File: src/pkg/doag_pkg.sv
package doag_pkg;
    localparam int ADDR_W = 16;
    localparam int DATA_W = 16;
    localparam int PAGE_W = 9;
    localparam int OFFS_W = 7;
    localparam int PTR_CNT = 8;
    localparam int SEL_W = 3;
    localparam int PIPE_DEPTH = 4;
    localparam logic [PAGE_W-1:0] PAGE_RST = 9'h000;
    localparam logic [ADDR_W-1:0] PTR_RST = 16'h0000;
    localparam logic [ADDR_W-1:0] PC_RST = 16'h0000;
    localparam logic [SEL_W-1:0] SEL_RST = 3'h0;
    // field positions inside a status word loaded by the status load
    localparam int ST_PAGE_LSB = 0;
    localparam int ST_SEL_LSB = 13;

    typedef enum logic [1:0] {
        DOAG_DIRECT,
        DOAG_INDIRECT,
        DOAG_IMMEDIATE,
        DOAG_REGISTER
    } doag_mode_t;

    // pointer update operation in indirect mode
    typedef enum logic [2:0] {
        DOAG_UPD_NONE,
        DOAG_UPD_INC,
        DOAG_UPD_DEC,
        DOAG_UPD_ADD_STEP,
        DOAG_UPD_SUB_STEP
    } doag_upd_t;

    // decoded instruction as handed over by the decoder
    typedef struct packed {
        logic valid;
        doag_mode_t mode;
        logic [DATA_W-1:0] word;
        doag_upd_t upd;
        logic new_sel_en;
        logic [SEL_W-1:0] new_sel;
        logic load_page_instr;
        logic load_status_instr;
        logic [DATA_W-1:0] load_value;
        logic ptr_write;
        logic [SEL_W-1:0] ptr_write_idx;
        logic [DATA_W-1:0] ptr_write_val;
        logic prog_read;
        logic [ADDR_W-1:0] prog_read_addr;
    } doag_dec_t;

    typedef struct packed {
        logic fetch_en;
        logic [ADDR_W-1:0] fetch_addr;
    } doag_pbus_t;

    typedef struct packed {
        logic rd_en;
        logic [ADDR_W-1:0] addr;
        logic imm_valid;
        logic [DATA_W-1:0] imm;
        logic reg_valid;
        logic [SEL_W-1:0] reg_idx;
        logic cmp_eq;
    } doag_dbus_t;
endpackage
File: src/hdl/doag_operand_addr.sv
// Overview of operation
// - four modes: direct, indirect, immediate, register
// - direct address is page pointer plus seven bits
// - indirect address is whole selected pointer
// - eight pointers, selector 0-7 picks one
// - separate program and data buses, concurrent
// - program memory readable as data source
// - four-deep pipeline, one instruction per cycle
// - next instruction prefetched during execution
// - page pointer loaded by page or status load
// - pointer zero is step and compare value
module doag_operand_addr (
    input wire logic clock,
    input wire logic sys_rst,
    input wire doag_pkg::doag_dec_t dec,
    input wire logic stall,
    output doag_pkg::doag_pbus_t pbus,
    output doag_pkg::doag_dbus_t dbus,
    output logic [doag_pkg::PAGE_W-1:0] page_pointer,
    output logic [doag_pkg::SEL_W-1:0] pointer_select
);
    import doag_pkg::*;

    typedef struct packed {
        logic [PAGE_W-1:0] page_r;
        logic [SEL_W-1:0] sel_r;
        logic [PTR_CNT-1:0][ADDR_W-1:0] ptr_r;
        logic [ADDR_W-1:0] pc_r;
        logic [PIPE_DEPTH-1:0] stage_r;
        doag_pbus_t pbus_r;
        doag_dbus_t dbus_r;
    } doag_state_t;

    doag_state_t st_r;
    doag_state_t st_nxt;

    // concatenation of page and offset, no adder in the path
    function automatic logic [ADDR_W-1:0] direct_addr(input logic [PAGE_W-1:0] pg,
                                                      input logic [DATA_W-1:0] w);
        return {pg, w[OFFS_W-1:0]};
    endfunction

    // pointer arithmetic unit, unsigned wrap-around
    function automatic logic [ADDR_W-1:0] ptr_update(input logic [ADDR_W-1:0] p,
                                                     input doag_upd_t u,
                                                     input logic [ADDR_W-1:0] step);
        unique case (u)
            DOAG_UPD_NONE: return p;
            DOAG_UPD_INC: return p + 16'h0001;
            DOAG_UPD_DEC: return p - 16'h0001;
            DOAG_UPD_ADD_STEP: return p + step;
            DOAG_UPD_SUB_STEP: return p - step;
            default: return p;
        endcase
    endfunction

    logic [ADDR_W-1:0] cur_ptr;
    logic [ADDR_W-1:0] op_addr;
    logic take;
    // selected pointer read port and intake strobe
    assign cur_ptr = st_r.ptr_r[st_r.sel_r];
    assign take = dec.valid && !stall;

    // operand address mux, same cycle as decode
    always_comb begin
        unique case (dec.mode)
            DOAG_DIRECT: op_addr = direct_addr(st_r.page_r, dec.word);
            DOAG_INDIRECT: op_addr = cur_ptr;
            DOAG_IMMEDIATE, DOAG_REGISTER: op_addr = {ADDR_W{1'b0}};
        endcase
    end

    // next-state logic
    always_comb begin
        st_nxt = st_r;
        st_nxt.pbus_r.fetch_en = !stall;
        st_nxt.pbus_r.fetch_addr = st_r.pc_r;
        if (!stall) begin
            st_nxt.pc_r = st_r.pc_r + 16'h0001;
        end
        // fetch, decode, operand, execute occupancy
        st_nxt.stage_r = {st_r.stage_r[PIPE_DEPTH-2:0], !stall};
        st_nxt.dbus_r = '0;
        if (take) begin
            unique case (dec.mode)
                DOAG_DIRECT, DOAG_INDIRECT: begin
                    st_nxt.dbus_r.rd_en = 1'b1;
                    st_nxt.dbus_r.addr = op_addr;
                end
                DOAG_IMMEDIATE: begin
                    st_nxt.dbus_r.imm_valid = 1'b1;
                    st_nxt.dbus_r.imm = dec.word;
                end
                DOAG_REGISTER: begin
                    st_nxt.dbus_r.reg_valid = 1'b1;
                    st_nxt.dbus_r.reg_idx = dec.word[SEL_W-1:0];
                end
            endcase
            if (dec.prog_read) begin
                // coefficient read from program space takes the fetch slot; the data read is dropped and the pc holds
                st_nxt.dbus_r.rd_en = 1'b0;
                st_nxt.pbus_r.fetch_en = 1'b1;
                st_nxt.pbus_r.fetch_addr = dec.prog_read_addr;
                st_nxt.pc_r = st_r.pc_r;
            end
            st_nxt.dbus_r.cmp_eq = (cur_ptr == st_r.ptr_r[0]);
            if (dec.mode == DOAG_INDIRECT) begin
                st_nxt.ptr_r[st_r.sel_r] =
                    ptr_update(cur_ptr, dec.upd, st_r.ptr_r[0]);
                if (dec.new_sel_en) begin
                    st_nxt.sel_r = dec.new_sel;
                end
            end
            if (dec.ptr_write) begin
                st_nxt.ptr_r[dec.ptr_write_idx] = dec.ptr_write_val;
            end
            if (dec.load_page_instr) begin
                st_nxt.page_r = dec.load_value[PAGE_W-1:0];
            end else if (dec.load_status_instr) begin
                st_nxt.page_r = dec.load_value[ST_PAGE_LSB +: PAGE_W];
                st_nxt.sel_r = dec.load_value[ST_SEL_LSB +: SEL_W];
            end
        end
        if (sys_rst) begin
            st_nxt.page_r = PAGE_RST;
            st_nxt.sel_r = SEL_RST;
            st_nxt.ptr_r = {PTR_CNT{PTR_RST}};
            st_nxt.pc_r = PC_RST;
            st_nxt.stage_r = '0;
            st_nxt.pbus_r = '0;
            st_nxt.dbus_r = '0;
        end
    end

    // single state register; the synchronous reset is folded into st_nxt
    always_ff @(posedge clock) begin
        st_r <= st_nxt;
    end

    // outputs straight from the state register, no logic after the flops
    assign pbus = st_r.pbus_r;
    assign dbus = st_r.dbus_r;
    assign page_pointer = st_r.page_r;
    assign pointer_select = st_r.sel_r;

    // operand address checks, one cycle after the taking edge
    a_direct_addr_form: assert property (@(posedge clock) disable iff (sys_rst)
        take && dec.mode == DOAG_DIRECT && !dec.prog_read
        |=> dbus.rd_en && dbus.addr == {$past(page_pointer), $past(dec.word[OFFS_W-1:0])})
        else $error("direct address wrong");
    // expectation indexes the pointer file directly, not through cur_ptr
    a_indirect_addr: assert property (@(posedge clock) disable iff (sys_rst)
        take && dec.mode == DOAG_INDIRECT && !dec.prog_read
        |=> dbus.rd_en && dbus.addr == $past(st_r.ptr_r[pointer_select]))
        else $error("indirect address wrong");
    a_imm_mode: assert property (@(posedge clock) disable iff (sys_rst)
        take && dec.mode == DOAG_IMMEDIATE && !dec.prog_read
        |=> dbus.imm_valid && !dbus.rd_en && dbus.imm == $past(dec.word))
        else $error("immediate mode wrong");
    a_reg_mode: assert property (@(posedge clock) disable iff (sys_rst)
        take && dec.mode == DOAG_REGISTER
        |=> dbus.reg_valid && !dbus.rd_en && dbus.reg_idx == $past(dec.word[SEL_W-1:0]))
        else $error("register mode wrong");

    // page pointer and selector loads; page holds otherwise, selector also moves on an indirect new_sel
    a_page_load: assert property (@(posedge clock) disable iff (sys_rst)
        take && dec.load_page_instr |=> page_pointer == $past(dec.load_value[PAGE_W-1:0]))
        else $error("page load lost");
    a_status_load: assert property (@(posedge clock) disable iff (sys_rst)
        take && dec.load_status_instr && !dec.load_page_instr
        |=> page_pointer == $past(dec.load_value[ST_PAGE_LSB +: PAGE_W])
        && pointer_select == $past(dec.load_value[ST_SEL_LSB +: SEL_W]))
        else $error("status load lost");
    a_page_hold: assert property (@(posedge clock) disable iff (sys_rst)
        !(take && (dec.load_page_instr || dec.load_status_instr)) |=> $stable(page_pointer))
        else $error("page changed unexpectedly");
    a_sel_hold: assert property (@(posedge clock) disable iff (sys_rst)
        !(take && (dec.load_status_instr || (dec.mode == DOAG_INDIRECT && dec.new_sel_en)))
        |=> $stable(pointer_select))
        else $error("selector changed unexpectedly");

    // prefetch: runs every free cycle, sequential, silent under stall
    a_prefetch_run: assert property (@(posedge clock) disable iff (sys_rst)
        !stall && !(take && dec.prog_read) |=> pbus.fetch_en)
        else $error("no prefetch");
    a_fetch_step: assert property (@(posedge clock) disable iff (sys_rst)
        !stall && !(take && dec.prog_read) ##1 !stall && !(take && dec.prog_read)
        |=> pbus.fetch_addr == $past(pbus.fetch_addr) + 16'h0001)
        else $error("fetch address not sequential");
    a_stall_quiet: assert property (@(posedge clock) disable iff (sys_rst)
        stall |=> !pbus.fetch_en && !dbus.rd_en && !dbus.imm_valid && !dbus.reg_valid)
        else $error("activity during stall");
    a_pipe_fill: assert property (@(posedge clock) disable iff (sys_rst)
        !stall [*4] |=> st_r.stage_r == {PIPE_DEPTH{1'b1}})
        else $error("pipeline not full");

    // bus separation and program-space reads
    a_concurrent_bus: assert property (@(posedge clock) disable iff (sys_rst)
        take && !stall && dec.mode == DOAG_DIRECT && !dec.prog_read
        |=> pbus.fetch_en && dbus.rd_en)
        else $error("buses not concurrent");
    a_prog_read: assert property (@(posedge clock) disable iff (sys_rst)
        take && dec.prog_read |=> pbus.fetch_en && pbus.fetch_addr == $past(dec.prog_read_addr))
        else $error("program read missed");

    // pointer file updates and the pointer zero compare
    a_step_add: assert property (@(posedge clock) disable iff (sys_rst)
        take && dec.mode == DOAG_INDIRECT && dec.upd == DOAG_UPD_ADD_STEP
        && !dec.ptr_write && pointer_select != '0
        |=> st_r.ptr_r[$past(pointer_select)] == $past(cur_ptr) + $past(st_r.ptr_r[0]))
        else $error("step update wrong");
    a_cmp_zero: assert property (@(posedge clock) disable iff (sys_rst)
        take |=> dbus.cmp_eq == ($past(st_r.ptr_r[pointer_select]) == $past(st_r.ptr_r[0])))
        else $error("pointer compare wrong");
    a_ptr_write: assert property (@(posedge clock) disable iff (sys_rst)
        take && dec.ptr_write
        |=> st_r.ptr_r[$past(dec.ptr_write_idx)] == $past(dec.ptr_write_val))
        else $error("pointer write lost");
endmodule

File: config.mk
export PLATFORM = sky130hd
export DESIGN_NAME = doag_operand_addr
export DESIGN_NICKNAME = d
export VERILOG_FILES = /design/src/pkg/doag_pkg.sv /design/src/hdl/doag_operand_addr.sv
export SDC_FILE = /design/constraint.sdc
export NUM_CORES = 1
export LEC_CHECK = 0
export ABC_AREA = 1
export BUFFER_PORTS_ARGS = -buffer_cell sky130_fd_sc_hd__buf_4
export CORE_UTILIZATION = 45
export CTS_CLUSTER_DIAMETER = 40
export CTS_CLUSTER_SIZE = 30
export DETAILED_ROUTE_END_ITERATION = 6
export PLACE_DENSITY = 0.66
export SETUP_SLACK_MARGIN = 0.02
export SYNTH_ARGS = -nofsm -noshare
export SYNTH_HDL_FRONTEND = slang
export SYNTH_SLANG_ARGS = --single-unit
File: constraint.sdc
create_clock -name clock -period 3.47 [get_ports clock]
set_input_delay 1.041 -clock clock [delete_from_list [all_inputs] [get_ports clock]]
set_output_delay 1.041 -clock clock [all_outputs]
set_load 0.02 [all_outputs]
**Word level (Yosys, flattened, before mapping)**

Cells that the tools add are included.

- Register bits: 212
- Logic and storage cells: 83
- Input port bits: 84
- Output and inout bits: 68

- Add/subtract/negate cells: 5
- Multiplexer cells: 27
- Bitwise gates (word level): 4
- $lt $le $gt $ge: 4
- Reductions and logical operators: 14
- Equal/unequal tests: 9

Operator list:

| operator | number |
|---|---|
| 131-bit 2-to-1 mux | 2 |
| 128-bit bitwise mux | 2 |
| 128-bit 2-to-1 mux | 1 |
| 16-bit 2-to-1 mux | 8 |
| 16-bit demux with 3-bit select | 2 |
| 16-bit one-hot mux with 4 select lines | 1 |
| 56-bit 2-to-1 mux | 1 |
| 16-bit binary-select mux with 3-bit select | 1 |
| 16-bit one-hot mux with 3 select lines | 1 |
| 17-bit 2-to-1 mux | 2 |
| 16-bit by 1-bit adder with 16-bit output (second input constant) | 2 |
| 18-bit 2-to-1 mux | 1 |
| 16-bit adder | 1 |
| 16-bit == test | 1 |
| 16-bit by 1-bit subtractor with 16-bit output (second input constant) | 1 |
| 16-bit subtractor | 1 |
| 12-bit 2-to-1 mux | 1 |
| 3-bit OR reduction | 4 |
| 9-bit 2-to-1 mux | 1 |
| 3-bit by 4-bit < comparator with 1-bit output (second input constant) | 2 |
| 3-bit by 2-bit == test with 1-bit output (second input constant) | 2 |
| 3-bit by 1-bit greater-or-equal comparator with 1-bit output (second input constant) | 2 |
| 3-bit 2-to-1 mux | 2 |
| 2-bit OR reduction | 3 |
| other kinds (12) | 18 |

**Depth between registers and ports, before layout**

- Depth in word-level cells: 11
- Gate-level depth with buffers: 25
- Gate-level depth less buffers: 23

**Worst setup path after synthesis**

OpenSTA, ideal clock, no wires.

- Kind: input -> register
- Start: input dec[59] in the netlist's numbering
- End: register st_r[146] in the netlist's numbering
- Data arrival time: 3,274 ps
- Path buffers: 2
- Data required time: 3,338 ps
- Stages on the path: 16
- Library setup time: 132 ps
- Path slack: 64 ps
- Path through: buf_2 clkbuf_1 nand3_1 ha_1 fa_1 nand2_1 nand2_1 nand3b_1 nand2_1 or2_2 nand3_1 nand3_4 nand2_1 nand2_1 nand3_1 a21oi_1

- Word-level cells in the longest chain between the ends: 9
- Elaborated cells between the ends (all ways): 12
- Those cells by class: 4 x eq/ne; 8 x mux

RTL lines:

| item | RTL line | source |
|---|---|---|
| from (decl) | doag_operand_addr.sv:15 | `input wire doag_pkg::doag_dec_t dec,` |
| 3-bit == test (tied with other cells) | doag_operand_addr.sv:47 | `unique case (u)` |
| 16-bit one-hot mux with 4 select lines * | doag_operand_addr.sv:47 |  |
| 16-bit 2-to-1 mux * | doag_operand_addr.sv:107 | `if (dec.mode == DOAG_INDIRECT) begin` |
| 16-bit 2-to-1 mux * | doag_operand_addr.sv:84 | `if (take) begin` |
| 128-bit bitwise mux * | doag_operand_addr.sv:108 | `st_nxt.ptr_r[st_r.sel_r] =` |
| 131-bit 2-to-1 mux * | doag_operand_addr.sv:107 |  |
| 131-bit 2-to-1 mux * | doag_operand_addr.sv:84 |  |
| 128-bit bitwise mux | doag_operand_addr.sv:115 | `st_nxt.ptr_r[dec.ptr_write_idx] = dec.ptr_write_val;` |
| 128-bit 2-to-1 mux * | doag_operand_addr.sv:114 | `if (dec.ptr_write) begin` |
| to (signal assigned) | doag_operand_addr.sv:137 | `st_r <= st_nxt;` |
| to (decl) | doag_operand_addr.sv:34 | `doag_state_t st_r;` |

Mark *: on every way between the ends. The rest lies on a longest branch, timed or not. The select of a mux whose other input is x is not followed.
A chain may end at the register's enable or synchronous reset.

**Final worst setup path**

- Start: register st_r (netlist bit pointer_select[2])
- End: register st_r[91] in the netlist's numbering

- Word-level cells in the longest chain between the ends: 11
- Elaborated cells between the ends (all ways): 19
- Those cells by class: 4 x add/sub; 2 x order compare; 12 x mux; 1 x reduce/logical

RTL lines:

| item | RTL line | source |
|---|---|---|
| 16-bit binary-select mux with 3-bit select | doag_operand_addr.sv:61 | `assign cur_ptr = st_r.ptr_r[st_r.sel_r];` |
| 16-bit 2-to-1 mux (implied by the code) | doag_operand_addr.sv:61 |  |
| 16-bit subtractor (tied with other cells) | doag_operand_addr.sv:52 | `DOAG_UPD_SUB_STEP: return p - step;` |
| 16-bit one-hot mux with 4 select lines | doag_operand_addr.sv:47 |  |
| 16-bit 2-to-1 mux | doag_operand_addr.sv:107 |  |
| 16-bit 2-to-1 mux | doag_operand_addr.sv:84 |  |
| 128-bit bitwise mux * | doag_operand_addr.sv:108 |  |
| 131-bit 2-to-1 mux * | doag_operand_addr.sv:107 |  |
| 131-bit 2-to-1 mux * | doag_operand_addr.sv:84 |  |
| 128-bit bitwise mux | doag_operand_addr.sv:115 |  |
| 128-bit 2-to-1 mux * | doag_operand_addr.sv:114 |  |

Marked as above.

==> summary.txt <==
Status
  – Status: complete, no violations

Yosys
  – Mux share of post-synthesis cell area: 0%
  – Primary FF master, synth: dfxtp_1
  – Synth Instances: 2243
  – Ys async rst share: 0%
  – #FFs+latches synth: approximately 210
  – Synth Area in Adders: 3.045%
  – Post-Synthesis Cell Area: approximately 14000 um2
  – Ys Warns: 0
  – EDFF count, synth: 0
  – Xor/xnor share of the synthesized area: 0%
  – Sequential area share after synthesis: between 30% and 40%
  – Largest family of logic cells by synthesized area: simple AND/OR/NAND/NOR gates
  – Post-synthesis net count: approximately 2.4k
  – Post-synth cell types: 51
  – Synthesized area per cell: 6.264 um2
  – Synth Area in Compound Gates: 21.30%
  – Simple-gate portion of the synthesized area: 31.60%

Detailed routing
  – Initial DRC count: 1504
  – DR pass1 iterations: 6
  – Routed WL per cell: 17.62 um
  – Final wirelength: 49.78 mm
  – Total number of vias: 15.39k
  – DRC: 0
  – Final ANT Viol Nets: 0
  – Vias per cell: between 5 and 6

Placed design
  – DP HPWL: 35.29 mm
  – Placer Congestion: 0.9202
  – Placed Cells: 2751
  – Placed instance area: 15760 um2
  – Port bufs: 147
  – Place WS: -0.2149 ns

Finish
  – P&R area growth vs syn: 24.33%
  – Non-Filler Instances: 2825
  – FILL cells: 2964
  – Ant diodes: 0
  – Fin area: 17470 um2
  – Layout cell share with drive strength beyond 1: 20.96%
  – FF+latch area: 4249 um2
  – Area of the multi-input gates: 8209 um2
  – Nets@finish: 2516

Job
  – # Max-Cap Violations: 0

Critical path
  – Crit path largest cell delay: about 0.38 ns
  – Worst reg2reg path depth: 21
  – Kind of critical path: flip-flop to flip-flop
  – CP Capture Type: flip-flop
  – CP Launch Type: flip-flop
  – Crit path required time: 3.91 ns
  – Reg2reg start: pointer_select[2]
  – Cells along the critical path: buf_4 > nand3_4 > inv_4 > buf_4 > a22oi_1 > nand4_2 > ha_1 > nand2_1 > inv_1 > nand2_1 > nand2_1 > a21oi_1 > nand2_1 > nand3_1 > nand3_1 > nand3_2 > buf_12 > nand2_1 > nand2_1 > nand2_1 > a21oi_1
  – Crit Path Max Fanout: 10
  – Most used cell, CP: nand2_1
  – Worst reg-to-reg setup slack: 0.16 ns
  – RR Endpoint: st_r[91]
  – Worst Path Arrival: 3.75 ns
  – CP max stage cell: ha_1

Clock tree
  – Clk buf depth: 3
  – CTS tree: done
  – Clock latency on the worst-skew pair: approximately 0.55 ns
  – Cts bufs inserted: 38
  – Root Buffer: clkbuf_16
  – H-tree depth: 2
  – CTS clk-pin slew, worst paths: 0.05 ns
  – Clk sinks: roughly 210

Timing
  – Final setup margin: between 0.15 and 0.2 ns
  – Hold Slack: slightly below 0.5 ns
  – Final hold vios: 0
  – Max-slew headroom: a little under half
  – Fmax: 302.1 MHz
  – Part of the cycle the worst path needs: 95.40%
  – RSZ-0062 raised after global routing: yes
  – Worst Clk Skew: 0.03383 ns
  – Tightest Pin Transition: 0.8088 ns
  – Crit path time final: 3.310 ns
  – # setup viols final: 0
  – Fin. max-slew vios: 0

Power and ir drop
  – Flop pwr share: 33.8%
  – Sw Share: 29.15%
  – Cell Int Power: between 5000 and 6000 uW
  – Pwr Total: roughly 7500 uW
  – Combinational power share: roughly 15%
  – PwrDens: about 430 nW/um2
  – Worst vdd ir: 0.3699 mV
  – Net Switching: 2178 uW
  – Leakage power: 0.008094 uW
  – Clk pwr share: 51.0%

GRT
  – Global-route wire length before repair: 75.56 mm
  – Vias in the first global route: 13.78k
  – Global-route usage over all layers: between 30% and 40%
  – Largest net degree at the start of global routing: between 80 and 90
  – Total gr overflow: 0
  – Initial antenna violation count: 0

Hold path
  – Hold Path Class: flip-flop to flip-flop
  – Hold path depth: 2
  – Hold Path End: st_r[148]
  – Min-delay src: st_r[148]

Floorplanning
  – Die Ht: 178.7 um
  – Core box area: 30670 um2
  – Top Ports: around 150
  – Starting Density: 45.81%
  – Die Width: 178.7 um
  – Cell Rows: 64
  – Die area: 31940 um2
[cells in the mapped netlist (3+ instances only)]
master	n	share of area, %
buf_6	10	0.80
ha_1	31	2.8
nand3_1	75	2.7
nand2_1	714	19
nand4_2	7	0.62
nor2_2	7	0.31
inv_2	18	0.48
nand3_2	9	0.64
o22ai_1	3	0.13
nand4_1	8	0.36
buf_2	9	0.32
dfxtp_1	212	30
o2bb2ai_1	3	0.19
nor2_4	5	0.40
and2_1	3	0.13
inv_1	213	5.7
a22oi_1	10	0.53
or2_2	8	0.36
nand3_4	14	1.7
o21bai_1	3	0.16
o211ai_1	7	0.37
buf_1	4	0.11
nor2_1	123	3.3
nand3b_1	11	0.59
a21oi_1	359	13
clkbuf_1	84	2.2
nor3_1	10	0.36
buf_4	74	4.0
o21ai_0	146	5.2
inv_4	3	0.13
a22oi_2	5	0.45
nand2_2	13	0.58
o21ai_1	17	0.61
[power by group through the flow]
stage	Sequential (uW)	Clock [uW]	Combinational, uW
3_5_place_dp	2580	0	1070
5_1_grt	2530	3940	1240
3_3_place_gp	2570	0	1060
4_1_cts	2530	3830	1080
2_1_floorplan	2570	0	668
6_report	2530	3810	1140
[metrics by stage]
step	utilization, %	TNS (ns)
finish	56.96	0
detailed placement	51.39	-11.43
CTS	55.92	0
global placement	51.39	-7.646
global route	56.96	0
floorplan	-	0
[state kept, by name, summed over array words and instances (netlist names)]
| name | flops |
|---|---|
| st_r | 144 |
| dbus | 39 |
| pbus | 17 |
| page_pointer | 9 |
| pointer_select | 3 |
[cells by family (layout without fill, tap and decap cells)]
| family | Yosys count | in the layout |
|---|---|---|
| simple gates | 1014 | 1014 |
| compound gates | 566 | 566 |
| buf+inv | 418 | 604 |
| flops | 212 | 212 |
| fa+ha+maj | 33 | 33 |
[layer usage]
metal	up-vias	global-route usage, %	share of wire, %
met5	-	0	0
met4	0	14.09	4.6
met3	136	4.474	10
met2	782	48.47	43
met1	6966	40.47	42
li1	7506	-	-
[placed cells by master, fill, tap and decap left out, drive strengths merged, types with 2 or more instances in the layout]
| master | netlist | final |
|---|---|---|
| a21oi | 361 | 361 |
| a221oi | 2 | 2 |
| a22oi | 15 | 15 |
| a31oi | 2 | 2 |
| and2 | 3 | 3 |
| and3 | 2 | 2 |
| buf | 97 | 297 |
| bufinv | 0 | 3 |
| clkbuf | 84 | 46 |
| clkinv | 2 | 14 |
| clkinvlp | 0 | 5 |
| dfxtp | 212 | 212 |
| fa | 2 | 2 |
| ha | 31 | 31 |
| inv | 235 | 239 |
| nand2 | 727 | 727 |
| nand3 | 98 | 98 |
| nand3b | 11 | 11 |
| nand4 | 15 | 15 |
| nor2 | 135 | 135 |
| nor3 | 13 | 13 |
| o2111ai | 2 | 2 |
| o211ai | 7 | 7 |
| o21a | 2 | 2 |
| o21ai | 163 | 163 |
| o21bai | 3 | 3 |
| o22ai | 3 | 3 |
| o2bb2ai | 3 | 3 |
| or2 | 9 | 9 |
[worst max-delay path by stage]
stage,startpoint,to,slack (ns)
final,pointer_select[2],st_r[91],0.16
after global routing,pointer_select[0],st_r[186],0.02
after CTS,pointer_select[2],st_r[130],0.02
after floorplan,dec[59],st_r[146],0.06
after global placement,dec[60],st_r[146],-0.19
after detailed placement,dec[60],st_r[201],-0.21
[critical path: cells and delay by family, from the launching register on]
| family | cells | cell delay [ns] |
|---|---|---|
| AOI/OAI and AO/OA | 3 | 0.57 |
| adders and majority gates | 1 | 0.38 |
| buffers and inverters | 5 | 0.63 |
| DFF | 1 | 0.35 |
| and+or+nand+nor | 12 | 1.25 |
[layout make-up]
class / count / share of cell area [%]
timing repair buffer: 297 / 13.07
multi-input combinational: 1613 / 46.99
sequential: 212 / 24.32
tap: 396 / 2.836
inverter: 237 / 5.228
clock buffer: 46 / 5.902
clock inverter: 24 / 1.647
[what timing repair did]
action                                  4_1_cts  5_1_grt
endpoints found under the setup margin       84       97
hold buffers                                  0        0
hold endpoints to repair                      0        0
pin swaps                                     6       14
resized for setup                            10       60
buffers inserted                              3        1
(Power assumes the default switching activity.)
